File: config.mk
export PLATFORM = sky130hd
export DESIGN_NAME = pd_tx_token_framer_flat
export DESIGN_NICKNAME = d
export VERILOG_FILES = /design/src/verilog/pd_tx_pkg.sv /design/src/verilog/pd_port_if.sv /design/src/verilog/pd_tx_token_framer.sv /design/src/flat_wrapper.sv
export SDC_FILE = /design/constraint.sdc
export NUM_CORES = 1
export LEC_CHECK = 0
export BUFFER_PORTS_ARGS = -buffer_cell sky130_fd_sc_hd__buf_2
export CAP_MARGIN = 20
export CORE_MARGIN = 8
export CORE_UTILIZATION = 30
export CTS_CLUSTER_SIZE = 16
export DETAILED_ROUTE_END_ITERATION = 16
export RECOVER_POWER = 100
export SLEW_MARGIN = 20
export SYNTH_ARGS = -nofsm -noshare
export SYNTH_HDL_FRONTEND = slang
export SYNTH_SLANG_ARGS = --single-unit
export TNS_END_PERCENT = 50
File: constraint.sdc
create_clock -name clk -period 4.7 [get_ports clk]
set_input_delay 0 -clock clk [delete_from_list [all_inputs] [get_ports clk]]
set_output_delay 0 -clock clk [all_outputs]
set_load 0.01 [all_outputs]
File: src/verilog/pd_tx_pkg.sv
// constants, token codes and helpers shared by both ends of the port
package pd_tx_pkg;

  // --------------------------------------------------------------------
  // device port map
  // --------------------------------------------------------------------
  localparam logic [7:0] FIFO_TOKEN_PORT = 8'h43;
  localparam logic [7:0] FIFO_TOKEN_PORT_RESET = 8'h00;

  // --------------------------------------------------------------------
  // transmit tokens
  // --------------------------------------------------------------------
  localparam logic [7:0] TRANSMITTER_ON_COMMAND = 8'ha1;
  localparam logic [7:0] TRANSMITTER_ON_COMMAND_MASK              = 8'he1;
  localparam logic [7:0] SYNC_ONE_TOKEN         = 8'h12;
  localparam logic [7:0] SYNC_TWO_TOKEN         = 8'h13;
  localparam logic [7:0] SYNC_THREE_TOKEN       = 8'h1b;
  localparam logic [7:0] RESET_ONE_TOKEN        = 8'h15;
  localparam logic [7:0] RESET_TWO_TOKEN        = 8'h16;
  localparam logic [7:0] PACKED_DATA_TOKEN      = 8'h80;
  localparam logic [2:0] PACKED_DATA_TAG        = 3'h4;
  localparam logic [7:0] INSERT_CHECKSUM_TOKEN  = 8'hff;
  localparam logic [7:0] PACKET_END_TOKEN       = 8'h14;
  localparam logic [7:0] DRIVER_OFF_TOKEN       = 8'hfe;
  localparam logic [4:0] PACKED_MIN             = 5'h02;
  localparam logic [4:0] PACKED_MAX             = 5'h1e;

  // --------------------------------------------------------------------
  // line k-code symbols
  // --------------------------------------------------------------------
  localparam logic [4:0] K_SYNC_ONE   = 5'h18;
  localparam logic [4:0] K_SYNC_TWO   = 5'h11;
  localparam logic [4:0] K_SYNC_THREE = 5'h06;
  localparam logic [4:0] K_RESET_ONE  = 5'h07;
  localparam logic [4:0] K_RESET_TWO  = 5'h19;
  localparam logic [4:0] K_PACKET_END = 5'h0d;

  // --------------------------------------------------------------------
  // checksum and queue sizes
  // --------------------------------------------------------------------
  localparam logic [31:0] CRC_INIT = 32'hffffffff;
  localparam logic [31:0] CRC_POLY = 32'hedb88320;
  localparam logic [3:0]  CRC_NIBBLES = 4'h8;
  localparam int TX_DEPTH = 64;
  localparam int TX_AW    = 6;
  localparam int RX_DEPTH = 8;
  localparam int RX_AW    = 3;

  // --------------------------------------------------------------------
  // controller register offsets
  // --------------------------------------------------------------------
  localparam logic [3:0] HOST_TX_DATA = 4'h0;
  localparam logic [3:0] HOST_START   = 4'h1;
  localparam logic [3:0] HOST_RX_DATA = 4'h2;
  localparam logic [3:0] HOST_STATUS  = 4'h3;
  localparam int         HOST_ERR_BIT = 7;

  // 4b5b data coding
  function automatic logic [4:0] enc_4b5b(input logic [3:0] n);
    logic [4:0] s;
    s = 5'h00;
    case (n)
      4'h0: s = 5'h1e;
      4'h1: s = 5'h09;
      4'h2: s = 5'h14;
      4'h3: s = 5'h15;
      4'h4: s = 5'h0a;
      4'h5: s = 5'h0b;
      4'h6: s = 5'h0e;
      4'h7: s = 5'h0f;
      4'h8: s = 5'h12;
      4'h9: s = 5'h13;
      4'ha: s = 5'h16;
      4'hb: s = 5'h17;
      4'hc: s = 5'h1a;
      4'hd: s = 5'h1b;
      4'he: s = 5'h1c;
      default: s = 5'h1d;
    endcase
    return s;
  endfunction

  // reflected crc-32, one byte, lsb first
  function automatic logic [31:0] crc_byte(input logic [31:0] c,
                                           input logic [7:0]  d);
    logic [31:0] r;
    r = c;
    for (int i = 0; i < 8; i++) begin
      if (r[0] ^ d[i]) begin
        r = (r >> 1) ^ CRC_POLY;
      end else begin
        r = r >> 1;
      end
    end
    return r;
  endfunction

  function automatic logic is_transmitter_on_command(input logic [7:0] b);
    return (b & TRANSMITTER_ON_COMMAND_MASK) == TRANSMITTER_ON_COMMAND;
  endfunction

  function automatic logic is_packed(input logic [7:0] b);
    return b[7:5] == PACKED_DATA_TAG;
  endfunction

endpackage

File: src/verilog/pd_port_if.sv
// register port between the controller and the framer
`timescale 1ns/1ps
interface pd_port_if;
  logic [7:0] addr;
  logic [7:0] wdata;
  logic       wr;
  logic       rd;
  logic [7:0] rdata;

  modport device_end (input addr, input wdata, input wr, input rd,
                      output rdata);
  modport host_end   (output addr, output wdata, output wr, output rd,
                      input rdata);
endinterface

File: src/verilog/pd_tx_token_framer.sv
// transmit token framer with fifo port register and receive queue
`timescale 1ns/1ps
module pd_tx_token_framer
  import pd_tx_pkg::*;
(
  input  wire logic       clk,
  input  wire logic       resetn,
  pd_port_if.device_end   port,
  input  wire logic       tx_start,
  input  wire logic       cc_activity,
  output logic [4:0]      sym,
  output logic            sym_valid,
  input  wire logic       sym_ready,
  output logic            drv_en,
  output logic            collision,
  output logic            tx_full,
  output logic            tx_empty,
  output logic            alert,
  input  wire logic [7:0] rx_byte,
  input  wire logic       rx_push,
  output logic            rx_full,
  output logic            rx_empty
);

  typedef enum logic [2:0] {IDLE, FETCH, KSYM, SEND, DATA} state_type;

  // --------------------------------------------------------------------
  // port decode
  // --------------------------------------------------------------------
  wire port_hit = port.addr == FIFO_TOKEN_PORT;
  wire wr_hit   = port.wr && port_hit;
  wire rd_hit   = port.rd && port_hit;
  wire transmitter_on_command_wr  = wr_hit && is_transmitter_on_command(port.wdata);
  wire tx_push  = wr_hit && !transmitter_on_command_wr && !tx_full;
  wire rx_pop   = rd_hit && !rx_empty;
  wire go       = transmitter_on_command_wr || tx_start;

  // --------------------------------------------------------------------
  // transmit queue
  // --------------------------------------------------------------------
  logic [7:0]      tx_mem [TX_DEPTH];
  logic [TX_AW-1:0] tx_wp;
  logic [TX_AW-1:0] tx_rp;
  logic [TX_AW:0]   tx_cnt;
  state_type        state;
  logic             flush;

  wire [7:0] head = tx_mem[tx_rp];
  wire tx_pop = (state == FETCH || state == DATA) && !tx_empty
                && !sym_valid;

  assign tx_full  = tx_cnt == TX_AW'(0) + (TX_AW+1)'(TX_DEPTH);
  assign tx_empty = tx_cnt == '0;
  assign alert    = tx_full;

  always_ff @(posedge clk) begin
    if (tx_push) begin
      tx_mem[tx_wp] <= port.wdata;
    end
  end

  always_ff @(posedge clk) begin
    if (!resetn || flush) begin
      tx_wp  <= '0;
      tx_rp  <= '0;
      tx_cnt <= '0;
    end else begin
      if (tx_push) tx_wp <= tx_wp + 1'b1;
      if (tx_pop)  tx_rp <= tx_rp + 1'b1;
      tx_cnt <= tx_cnt + (TX_AW+1)'(tx_push) - (TX_AW+1)'(tx_pop);
    end
  end

  // --------------------------------------------------------------------
  // receive queue, popped by port reads
  // --------------------------------------------------------------------
  logic [7:0]       rx_mem [RX_DEPTH];
  logic [RX_AW-1:0] rx_wp;
  logic [RX_AW-1:0] rx_rp;
  logic [RX_AW:0]   rx_cnt;
  wire rx_in = rx_push && !rx_full;

  assign rx_full  = rx_cnt == (RX_AW+1)'(RX_DEPTH);
  assign rx_empty = rx_cnt == '0;

  always_ff @(posedge clk) begin
    if (rx_in) begin
      rx_mem[rx_wp] <= rx_byte;
    end
  end

  always_ff @(posedge clk) begin
    if (!resetn) begin
      rx_wp  <= '0;
      rx_rp  <= '0;
      rx_cnt <= '0;
    end else begin
      if (rx_in)  rx_wp <= rx_wp + 1'b1;
      if (rx_pop) rx_rp <= rx_rp + 1'b1;
      rx_cnt <= rx_cnt + (RX_AW+1)'(rx_in) - (RX_AW+1)'(rx_pop);
    end
  end

  // read data one cycle after the strobe; empty or unmapped reads zero
  always_ff @(posedge clk) begin
    if (!resetn) begin
      port.rdata <= FIFO_TOKEN_PORT_RESET;
    end else if (port.rd) begin
      port.rdata <= rx_pop ? rx_mem[rx_rp] : 8'h00;
    end
  end

  // --------------------------------------------------------------------
  // token decode
  // --------------------------------------------------------------------
  wire       tok_sync = head == SYNC_ONE_TOKEN || head == SYNC_TWO_TOKEN
                        || head == SYNC_THREE_TOKEN;
  wire       tok_k    = tok_sync || head == RESET_ONE_TOKEN
                        || head == RESET_TWO_TOKEN
                        || head == PACKET_END_TOKEN;
  logic [4:0] kcode;

  always_comb begin
    kcode = K_PACKET_END;
    case (head)
      SYNC_ONE_TOKEN:   kcode = K_SYNC_ONE;
      SYNC_TWO_TOKEN:   kcode = K_SYNC_TWO;
      SYNC_THREE_TOKEN: kcode = K_SYNC_THREE;
      RESET_ONE_TOKEN:  kcode = K_RESET_ONE;
      RESET_TWO_TOKEN:  kcode = K_RESET_TWO;
      default:          kcode = K_PACKET_END;
    endcase
  end

  // --------------------------------------------------------------------
  // transmit sequencer
  // --------------------------------------------------------------------
  logic [4:0]  kpend;
  logic [31:0] shift;
  logic [3:0]  left;
  logic [4:0]  bytes_left;
  logic [31:0] crc;

  always_ff @(posedge clk) begin
    if (!resetn) begin
      state      <= IDLE;
      sym        <= 5'h00;
      sym_valid  <= 1'b0;
      drv_en     <= 1'b0;
      collision  <= 1'b0;
      flush      <= 1'b0;
      kpend      <= 5'h00;
      shift      <= 32'h0;
      left       <= 4'h0;
      bytes_left <= 5'h00;
      crc        <= CRC_INIT;
    end else begin
      collision <= 1'b0;
      flush     <= 1'b0;
      if (sym_valid && sym_ready) sym_valid <= 1'b0;
      case (state)
        IDLE: begin
          if (go && cc_activity) begin
            collision <= 1'b1;
            flush     <= 1'b1;
          end else if (go) begin
            drv_en <= 1'b1;
            state  <= FETCH;
          end
        end
        FETCH: begin
          if (tx_pop) begin
            if (tok_k) begin
              kpend <= kcode;
              state <= KSYM;
              if (tok_sync) crc <= CRC_INIT;
            end else if (is_packed(head)) begin
              bytes_left <= head[4:0];
              if (head[4:0] != 5'h00) state <= DATA;
            end else if (head == INSERT_CHECKSUM_TOKEN) begin
              shift <= ~crc;
              left  <= CRC_NIBBLES;
              state <= SEND;
            end else if (head == DRIVER_OFF_TOKEN) begin
              drv_en <= 1'b0;
              state  <= IDLE;
            end
          end
        end
        KSYM: begin
          if (!sym_valid) begin
            sym       <= kpend;
            sym_valid <= 1'b1;
            state     <= FETCH;
          end
        end
        DATA: begin
          if (tx_pop) begin
            crc        <= crc_byte(crc, head);
            shift      <= {24'h0, head};
            left       <= 4'h2;
            bytes_left <= bytes_left - 5'h01;
            state      <= SEND;
          end
        end
        SEND: begin
          if (!sym_valid) begin
            sym       <= enc_4b5b(shift[3:0]);
            sym_valid <= 1'b1;
            shift     <= shift >> 4;
            left      <= left - 4'h1;
            if (left == 4'h1) begin
              state <= (bytes_left != 5'h00) ? DATA : FETCH;
            end
          end
        end
        default: state <= IDLE;
      endcase
    end
  end

endmodule // pd_tx_token_framer

File: src/flat_wrapper.sv
// flat-port wrapper written by rule: the top's interface ports become plain ports
module pd_tx_token_framer_flat import pd_tx_pkg::*;
  (clk, resetn, tx_start, cc_activity, sym, sym_valid, sym_ready, drv_en, collision, tx_full, tx_empty, alert, rx_byte, rx_push, rx_full, rx_empty, port_addr, port_wdata, port_wr, port_rd, port_rdata);
  pd_port_if port_i ();
  input  wire logic clk;
  input  wire logic resetn;
  input  wire logic tx_start;
  input  wire logic cc_activity;
  output logic [4:0] sym;
  output logic sym_valid;
  input  wire logic sym_ready;
  output logic drv_en;
  output logic collision;
  output logic tx_full;
  output logic tx_empty;
  output logic alert;
  input  wire logic [7:0] rx_byte;
  input  wire logic rx_push;
  output logic rx_full;
  output logic rx_empty;
  input wire logic [$bits(port_i.addr)-1:0] port_addr;
  input wire logic [$bits(port_i.wdata)-1:0] port_wdata;
  input wire logic [$bits(port_i.wr)-1:0] port_wr;
  input wire logic [$bits(port_i.rd)-1:0] port_rd;
  output wire logic [$bits(port_i.rdata)-1:0] port_rdata;
  assign port_i.addr = port_addr;
  assign port_i.wdata = port_wdata;
  assign port_i.wr = port_wr;
  assign port_i.rd = port_rd;
  assign port_rdata = port_i.rdata;
  pd_tx_token_framer u_core (.clk(clk), .resetn(resetn), .port(port_i), .tx_start(tx_start), .cc_activity(cc_activity), .sym(sym), .sym_valid(sym_valid), .sym_ready(sym_ready), .drv_en(drv_en), .collision(collision), .tx_full(tx_full), .tx_empty(tx_empty), .alert(alert), .rx_byte(rx_byte), .rx_push(rx_push), .rx_full(rx_full), .rx_empty(rx_empty));
endmodule
# Yosys cells after proc, flatten, opt, wreduce, memory -nomap -nowiden
# Memories as Yosys holds them, arrays and structs flattened. A register that Yosys moved wholly into a read port is not among the register bits.
# Cells that the tools add are included.
# word_totals
inputBits,32
mem_bits_ro,80
memories,3
ff_bits,126
wordCells,220
out_inout_bits,21
ramBits,576
# op_classes
eq_ne,35
reduce_logical,44
bitwise_logic,17
add_sub_neg,10
muxes,94
# memory_table
memory,words,width,read_ports,rd_clocked_by_memory_dff,wr,line,source
u_core.tx_mem,64,8,1,1,1,pd_tx_token_framer.sv:41,logic [7:0] tx_mem [TX_DEPTH];
(name not given),16,5,1,1,0,pd_tx_pkg.sv:62,case (n)
u_core.rx_mem,8,8,1,1,1,pd_tx_token_framer.sv:77,logic [7:0] rx_mem [RX_DEPTH];
# ops
op,n
$mux W32,39
$not A13 Y14,8
$pmux W32 S3,1
$pmux W32 S2,1
$eq A8 B5 Y1 const B,6
$mux W3,15
$mux W4,8
$not A32 Y32,1
$mux W5,6
$pmux W5 S5,1
$pmux W5 S2,2
$ne A2 B2 Y1 const B,9
$eq A8 B8 Y1 const B,2
$mux W1,15
$pmux W3 S5,1
$add A6 B1 Y6 const B,2
$mux W6,2
$ne A2 B1 Y1 const B,6
$pmux W4 S3,1
$logic_and A1 B1 Y1,11
$reduce_and A5 Y1,2
$reduce_bool A5 Y1,2
$reduce_and A9 Y1,1
$eq A4 B4 Y1 const B,2
other kinds (30),56

# Logic depth before layout (Yosys ltp)
# Gate-level depths: netlist of run 1.
# logic_depth
ltp_word,41
mapped_depth,19
mapped_depth_nobuf,18

# Least setup slack after synthesis of run 1
# Ideal clock, no wire load.
# synth_path
kind,register -> register
startpoint,register with a tool-made name
endpoint,register with a tool-made name
arrival_ps,3443
slack_ps,1140
path_stages_with_launch,17
setup_ps,117
path_buffers,6
required_time_ps,4583
path_cell_list,dfxtp_1 buf_6 buf_8 buf_8 buf_8 buf_8 buf_6 mux4_2 nand3b_1 o2111ai_1 nand3_1 and2_1 nor3_1 and4_1 o21ai_0 mux2_2 a22o_1

==> results of run 1 <==
layer usage:
layer / GRT usage / up-vias / part of all wire
met4: 0.03614 / 0 / 0.026
met5: 0 / - / 0
met1: 0.1795 / 8595 / 0.44
met2: 0.2066 / 551 / 0.47
li1: - / 7522 / -
met3: 0.02273 / 138 / 0.061
cells by family after synthesis:
logic type               synth area share
flip-flops                         0.6754
XOR/XNOR                          0.03317
adder cells (fa/ha/maj)           0.01060
multiplexers                       0.1286
buffers and inverters             0.02640
AO/OA/AOI/OAI                     0.05617
AND/OR/NAND/NOR                   0.06963
metrics by stage:
| step | setup slack (ns) | utilization |
|---|---|---|
| after floorplan | 1.140 | - |
| after global placement | 0.5107 | 0.3221 |
| after detailed placement | 0.2627 | 0.3222 |
| after CTS | 0.4120 | 0.3477 |
| after global routing | 0.09936 | 0.3455 |
| final | 0.3768 | 0.3455 |
layout by cell type, fill, tap and decap left out, types with 9 or more instances in the layout:
cell,synthesis,routed
a31oi_1,9,9
nor2_1,231,232
nor3_1,29,29
mux4_2,127,127
clkbuf_16,0,75
inv_1,36,35
nand3_1,18,18
clkinv_1,0,16
ha_1,22,22
dlygate4sd3_1,0,18
clkbuf_1,42,89
clkinv_2,0,11
nor2b_1,17,17
nand2b_1,10,10
xor2_1,25,25
nand2_1,108,108
and2_1,14,9
buf_4,16,32
a211oi_1,24,24
edfxtp_1,576,576
a21oi_1,65,65
xnor2_1,38,38
a22oi_1,14,14
nand3b_1,9,9
mux2i_1,91,91
o22ai_1,9,9
o21ai_0,32,40
buf_2,19,20
dfxtp_1,140,137
worst max-delay path, stage by stage, from the launching register on:
cell and delay, ns:
dfxtp_4 0.71, buf_4 0.36, mux2i_1 0.15, and3_1 0.21
o31ai_1 0.41, o2111ai_1 0.36, and2_1 0.38, nor2_1 0.17
and4_1 0.26, o21a_1 0.49, mux2_1 0.44, a22o_1 0.24
registers in the layout, summed over array words and instances, names as in the netlist, 5 cells and up, named ones only:
name,flops
u_core.shift,32
u_core.port.rdata,8
u_core.bytes_left,5
u_core.rx_mem,64
u_core.kpend,5
u_core.tx_wp,6
u_core.tx_rp,6
u_core.tx_mem,512
u_core.tx_cnt,7
u_core.sym,5
u_core.crc,32
final cells by class:
type | instances | share of cell area
Clock buffer | 92 | 0.05825
Clock inverter | 41 | 0.01067
Inverter | 37 | 0.004084
Multi-Input combinational cell | 1040 | 0.2607
Sequential cell | 716 | 0.5914
Tap cell | 1287 | 0.04735
Timing Repair Buffer | 154 | 0.02752
report_power, final:
| part | total, µW | switching, µW | internal [µW] |
|---|---|---|---|
| logic | 3400 | 1860 | 1540 |
| clock network | 5740 | 2410 | 3320 |
| registers | 7230 | 173 | 7060 |
repair_timing:
action,CTS,global route
hold endpoints to repair,177,40
hold buffers,17,1
setup buffers,0,0
worst min path at each step:
stage / startpoint / end / slack, ns / cells past startpoint
after detailed placement: rx_byte[2] / u_core.rx_mem[0][2] / 0.28 / 1
after global placement: rx_byte[5] / u_core.rx_mem[5][5] / 0.26 / 1
after CTS: port_wdata[2] / u_core.tx_mem[13][2] / 0.07 / 2
after global routing: rx_byte[1] / u_core.rx_mem[7][1] / 0.30 / 2
after floorplan: rx_byte[0] / u_core.rx_mem[0][0] / 0.1 / 0
final: tx_start / u_core.drv_en / 0.19 / 6
==> metrics.csv, run 1 <==
stage,metric,value,unit
outcome,status,finished with violations,
outcome,violations,"capacitance limit, slew limit",
yosys,synth_area,29760,µm²
yosys,yosys-top-cells-count,"edfxtp_1, nor2_1, dfxtp_1",
final_layout,drive_gt1_frac,0.1591,
worst_setup_path,worstPathArrival,4.83,ns
route,route.detailed.drc,0,
final_layout,n_antenna_cell,0,
timing,finalHoldViolations,0,
timing,layout_min_cycle_time,4.323,ns
final_layout,seq_area,20110,µm²
global_routing,antenna_found_initial,0,
floorplanning,die_height,331.0,µm
power_and_ir_drop,ir_drop,0.0002666,V
floorplanning,die_x,331.0,µm
clock_tree,cts_sinks,716,
final_layout,final_cells,3367,
clock_tree,clk_path_buf_depth,3,
worst_setup_path,crit_required,5.20,ns
worst_setup_path,reg2reg_depth,11,
yosys,synth_ff_type,edfxtp_1,
final_layout,n_fill_cell,9399,
yosys,yosys.cell_count.top_type,edfxtp_1,
yosys,yosysWarnings,0,
route,routedWlPerCell,21.28,µm
placement,globalplace.congestion,0.8402,
clock_tree,htree_levels,3,
yosys,synth_enable_flop_cells,576,
floorplanning,dieArea,109500,µm²
route,dr.pass1.iters,8,
route,vias,16810,
worst_setup_path,critPathMaxFanout,32,
yosys,yosysUniqueCellTypes,82,
global_routing,grt_pass1_wl,108300,µm
final_layout,finalNetCount,2079,
clock_tree,cts_root_buf,clkbuf_16,
clock_tree,cts_buffers,74,
placement,dpl.hpwl,45460,µm
clock_tree,cts_resized,0,
worst_setup_path,crit_type,reg -> reg,
floorplanning,rows,115,
global_routing,grt_pass1_vias,17200,
power_and_ir_drop,leakagePower,0.01072,µW
floorplanning,pin_count,53,
min_path,min_path_type,in -> reg,
yosys,synthArstFlopShare,0,
floorplanning,start_util,0.3024,
yosys,synth_seq_cells,716,
final_layout,syn2layout_area_growth,14.27,%
yosys,synth_seq_area_share,0.6754,
power_and_ir_drop,p_total,16370,µW
placement,dp_cells,3216,
placement,numPortBuffers,52,
timing,clock_skew,0.02301,ns
timing,setup_viol,0,
job,timing.max_cap.violations,9,
placement,placed_area,31710,µm²
global_routing,grt_max_degree,65,
power_and_ir_drop,power.density,481.4,nW/µm²
yosys,syn_inst,1902,
floorplanning,core,98420,µm²
timing,worst_slew_pin_slew,3.283,ns
yosys,synth_top_area_share,0.5812,
timing,clock.fmax,0.2313,GHz
clock_tree,cts_tree,done,
global_routing,overflow,0,
timing,drv_slew,529,
yosys,synth_top_cell_by_area,edfxtp_1,
yosys,syn-num-nets,1958,
final_layout,design_area,34010,µm²
clock_tree,clk_latency,0.62,ns
yosys,synth.avg_cell_area,15.65,µm²
timing,fin_setup_tns,0,ns
worst_setup_path,critPathLaunchType,flip-flop,
worst_setup_path,worst_setup_path_end_kind,flip-flop,
worst_setup_path,r2r_slack,0.38,ns
timing,whs,0.1878,ns
global_routing,track_usage,0.1289,
final_layout,multiInputGateArea,8866,µm²
route,vias_per_cell,4.991,
yosys,synth.area.top_cells,"edfxtp_1, mux4_2, dfxtp_1",
route,ant_nets,0,
timing,maxSlewHeadroom,-1.189,
route,wirelength,71660,µm
timing,rsz0062_at_grt,no,
timing,post-route-period-util,0.9198,
clock_tree,path_clk_slew,0.06,ns
route,drt_iter0_markers,1599,
Note: power is estimated with default switching activity, not from simulation.
==> inputs of run 2 (changes only) <==
--- a/config.mk
+++ b/config.mk
@@ -11,6 +11,7 @@
 export CORE_UTILIZATION = 30
 export CTS_CLUSTER_SIZE = 16
 export DETAILED_ROUTE_END_ITERATION = 16
+export GPL_TIMING_DRIVEN = 0
 export RECOVER_POWER = 100
 export SLEW_MARGIN = 20
 export SYNTH_ARGS = -nofsm -noshare
==> metrics.csv, run 2 (same netlist as run 1, synthesis figures left out) <==
stage,metric,value,unit
outcome,status,finished with violations,
outcome,violations,"capacitance limit, slew limit",
timing,maxSlewHeadroom,-0.9931,
route,dr.pass1.iters,6,
route,vias,17430,
clock_tree,cts_buffers,71,
worst_setup_path,reg2reg_depth,14,
timing,clock_skew,0.03406,ns
timing,setup_viol,0,
placement,dpl.hpwl,52320,µm
floorplanning,pin_count,53,
timing,whs,0.02274,ns
floorplanning,die_height,331.0,µm
placement,preCtsSetupSlack,-0.4419,ns
power_and_ir_drop,p_int,11870,µW
route,wirelength,79350,µm
clock_tree,path_clk_slew,0.06,ns
clock_tree,cts_tree,done,
floorplanning,dieArea,109500,µm²
global_routing,overflow,0,
worst_setup_path,cp_common_cell,buf_4,
worst_setup_path,r2r_slack,0.004,ns
route,ant_nets,0,
clock_tree,clk_path_buf_depth,3,
placement,placed_area,31660,µm²
global_routing,antenna_found_initial,1,
worst_setup_path,critPathLaunchType,flip-flop,
final_layout,regMostFlops,u_core.tx_mem,
power_and_ir_drop,leakagePower,0.01086,µW
final_layout,drive_gt1_frac,0.1741,
worst_setup_path,slowest_stage,mux2i_1,
route,routedWlPerCell,23.29,µm
timing,final.setup.worst_slack,0.004408,ns
power_and_ir_drop,p_clk_frac,0.339,
floorplanning,rows,115,
power_and_ir_drop,seqPwrFrac,0.434,
route,route.detailed.drc,0,
timing,layout_min_cycle_time,4.696,ns
timing,worst_slew_pin_slew,2.990,ns
final_layout,syn2layout_area_growth,15.32,%
clock_tree,cts_sinks,716,
final_layout,n_antenna_cell,0,
clock_tree,clk_latency,0.64,ns
worst_setup_path,worst_setup_path_end_kind,flip-flop,
power_and_ir_drop,combinationalPowerShare,0.227,
final_layout,finalNetCount,2118,
placement,globalplace.congestion,0.9019,
power_and_ir_drop,power.density,483.4,nW/µm²
timing,finalHoldViolations,0,
worst_setup_path,slowest_delay,0.46,ns
global_routing,grt_max_degree,66,
route,vias_per_cell,5.117,
power_and_ir_drop,ir_drop,0.0002594,V
final_layout,reg_top3,"u_core.tx_mem: 512 flops, u_core.rx_mem: 64 flops",
final_layout,largest_reg_flops,512,
timing,rsz0062_at_grt,yes,
worst_setup_path,cp_cell_sequence,"buf_4, buf_6, buf_4, buf_4, clkbuf_4, clkbuf_4, mux2i_1, a32oi_1, a31oi_4, nor2_1, and4_1, o21ai_1, mux2_1, a22o_1",
timing,clock.fmax,0.2130,GHz
floorplanning,die_x,331.0,µm
timing,post-route-period-util,0.9991,
timing,drv_slew,260,
worst_setup_path,crit_type,reg -> reg,
min_path,min_path_type,in -> reg,
worst_setup_path,worstPathArrival,5.20,ns
placement,dp_cells,3243,
worst_setup_path,crit_required,5.21,ns
power_and_ir_drop,p_switching,4720,µW
clock_tree,cts_root_buf,clkbuf_16,
global_routing,grt_pass1_vias,17610,
global_routing,grt_pass1_wl,116100,µm
min_path,whs_path_depth,4,
min_path,min_to,u_core.collision,
final_layout,layout_commonest_cell,edfxtp_1,
final_layout,layout_common_cells,"edfxtp_1, nor2_1, dfxtp_1",
clock_tree,htree_levels,3,
power_and_ir_drop,switching_share,0.2846,
final_layout,design_area,34320,µm²
floorplanning,core,98420,µm²
global_routing,track_usage,0.1422,
floorplanning,start_util,0.3024,
job,timing.max_cap.violations,4,
final_layout,final_cells,3407,
route,drt_iter0_markers,1936,
min_path,hold_start,tx_start,
worst_setup_path,critPathMaxFanout,10,
placement,numPortBuffers,52,
-- run 2: worst max-delay path by stage --
stage	startpoint	end	slack (ns)
floorplan	flip-flop	flip-flop	1.14
global placement	flip-flop	u_core.crc[3]	-0.42
detailed placement	flip-flop	u_core.crc[24]	-0.44
CTS	flip-flop	u_core.crc[23]	0.002
global route	flip-flop	flip-flop	-0.12
finish	flip-flop	flip-flop	0.004
-- run 2: timing repair --
| action | 4_1_cts | 5_1_grt |
|---|---|---|
| setup endpoints to repair | 79 | 183 |
| hold buffers | 16 | 7 |
| gates resized for setup | 13 | 24 |
| hold endpoints to repair | 169 | 443 |
| buffers inserted | 4 | 6 |
| pin swaps | 3 | 1 |
-- run 2: worst max-delay path, delay by kind of cell, from the launching register on --
| family | cells | cell delay [ns] |
|---|---|---|
| flops | 1 | 0.32 |
| compound gates | 4 | 1.27 |
| simple gates | 2 | 0.36 |
| mux | 2 | 0.87 |
| buf+inv | 6 | 1.75 |
-- run 2: final cells by class --
type / count / area [µm²]
repair buffers: 87 / 541.8
inverters: 37 / 138.9
fillers: 9463 / 64100
clock inverters: 36 / 335.3
multi-input cells: 1040 / 8952
clock buffers: 95 / 1948
flip-flops and latches: 716 / 20100
plain buffers: 109 / 689.4
well taps: 1287 / 1610
-- run 2: per-layer routing --
| metal | vias to the layer above | GRT usage | share of wire |
|---|---|---|---|
| met4 | 0 | 0.04588 | 0.032 |
| met3 | 174 | 0.03574 | 0.083 |
| met5 | - | 0 | 0 |
| li1 | 7615 | - | - |
| met2 | 762 | 0.2277 | 0.46 |
| met1 | 8881 | 0.1890 | 0.42 |
-- run 2: power by group through the flow --
stage / Clock (µW) / Sequential, µW / Combinational, µW
floorplan: 0 / 7280 / 2660
global placement: 0 / 7310 / 3590
detailed placement: 0 / 7320 / 3650
CTS: 5720 / 7190 / 3700
global route: 5970 / 7220 / 4040
finish: 5630 / 7200 / 3760
-- run 2: through the flow --
| step | TNS [ns] | total power (µW) | util |
|---|---|---|---|
| after floorplan | 0 | 9940 | - |
| after global placement | -15.73 | 10910 | 0.3214 |
| after detailed placement | -18.22 | 10970 | 0.3217 |
| after CTS | 0 | 16610 | 0.3473 |
| after global routing | -6.686 | 17230 | 0.3487 |
| final | 0 | 16590 | 0.3487 |
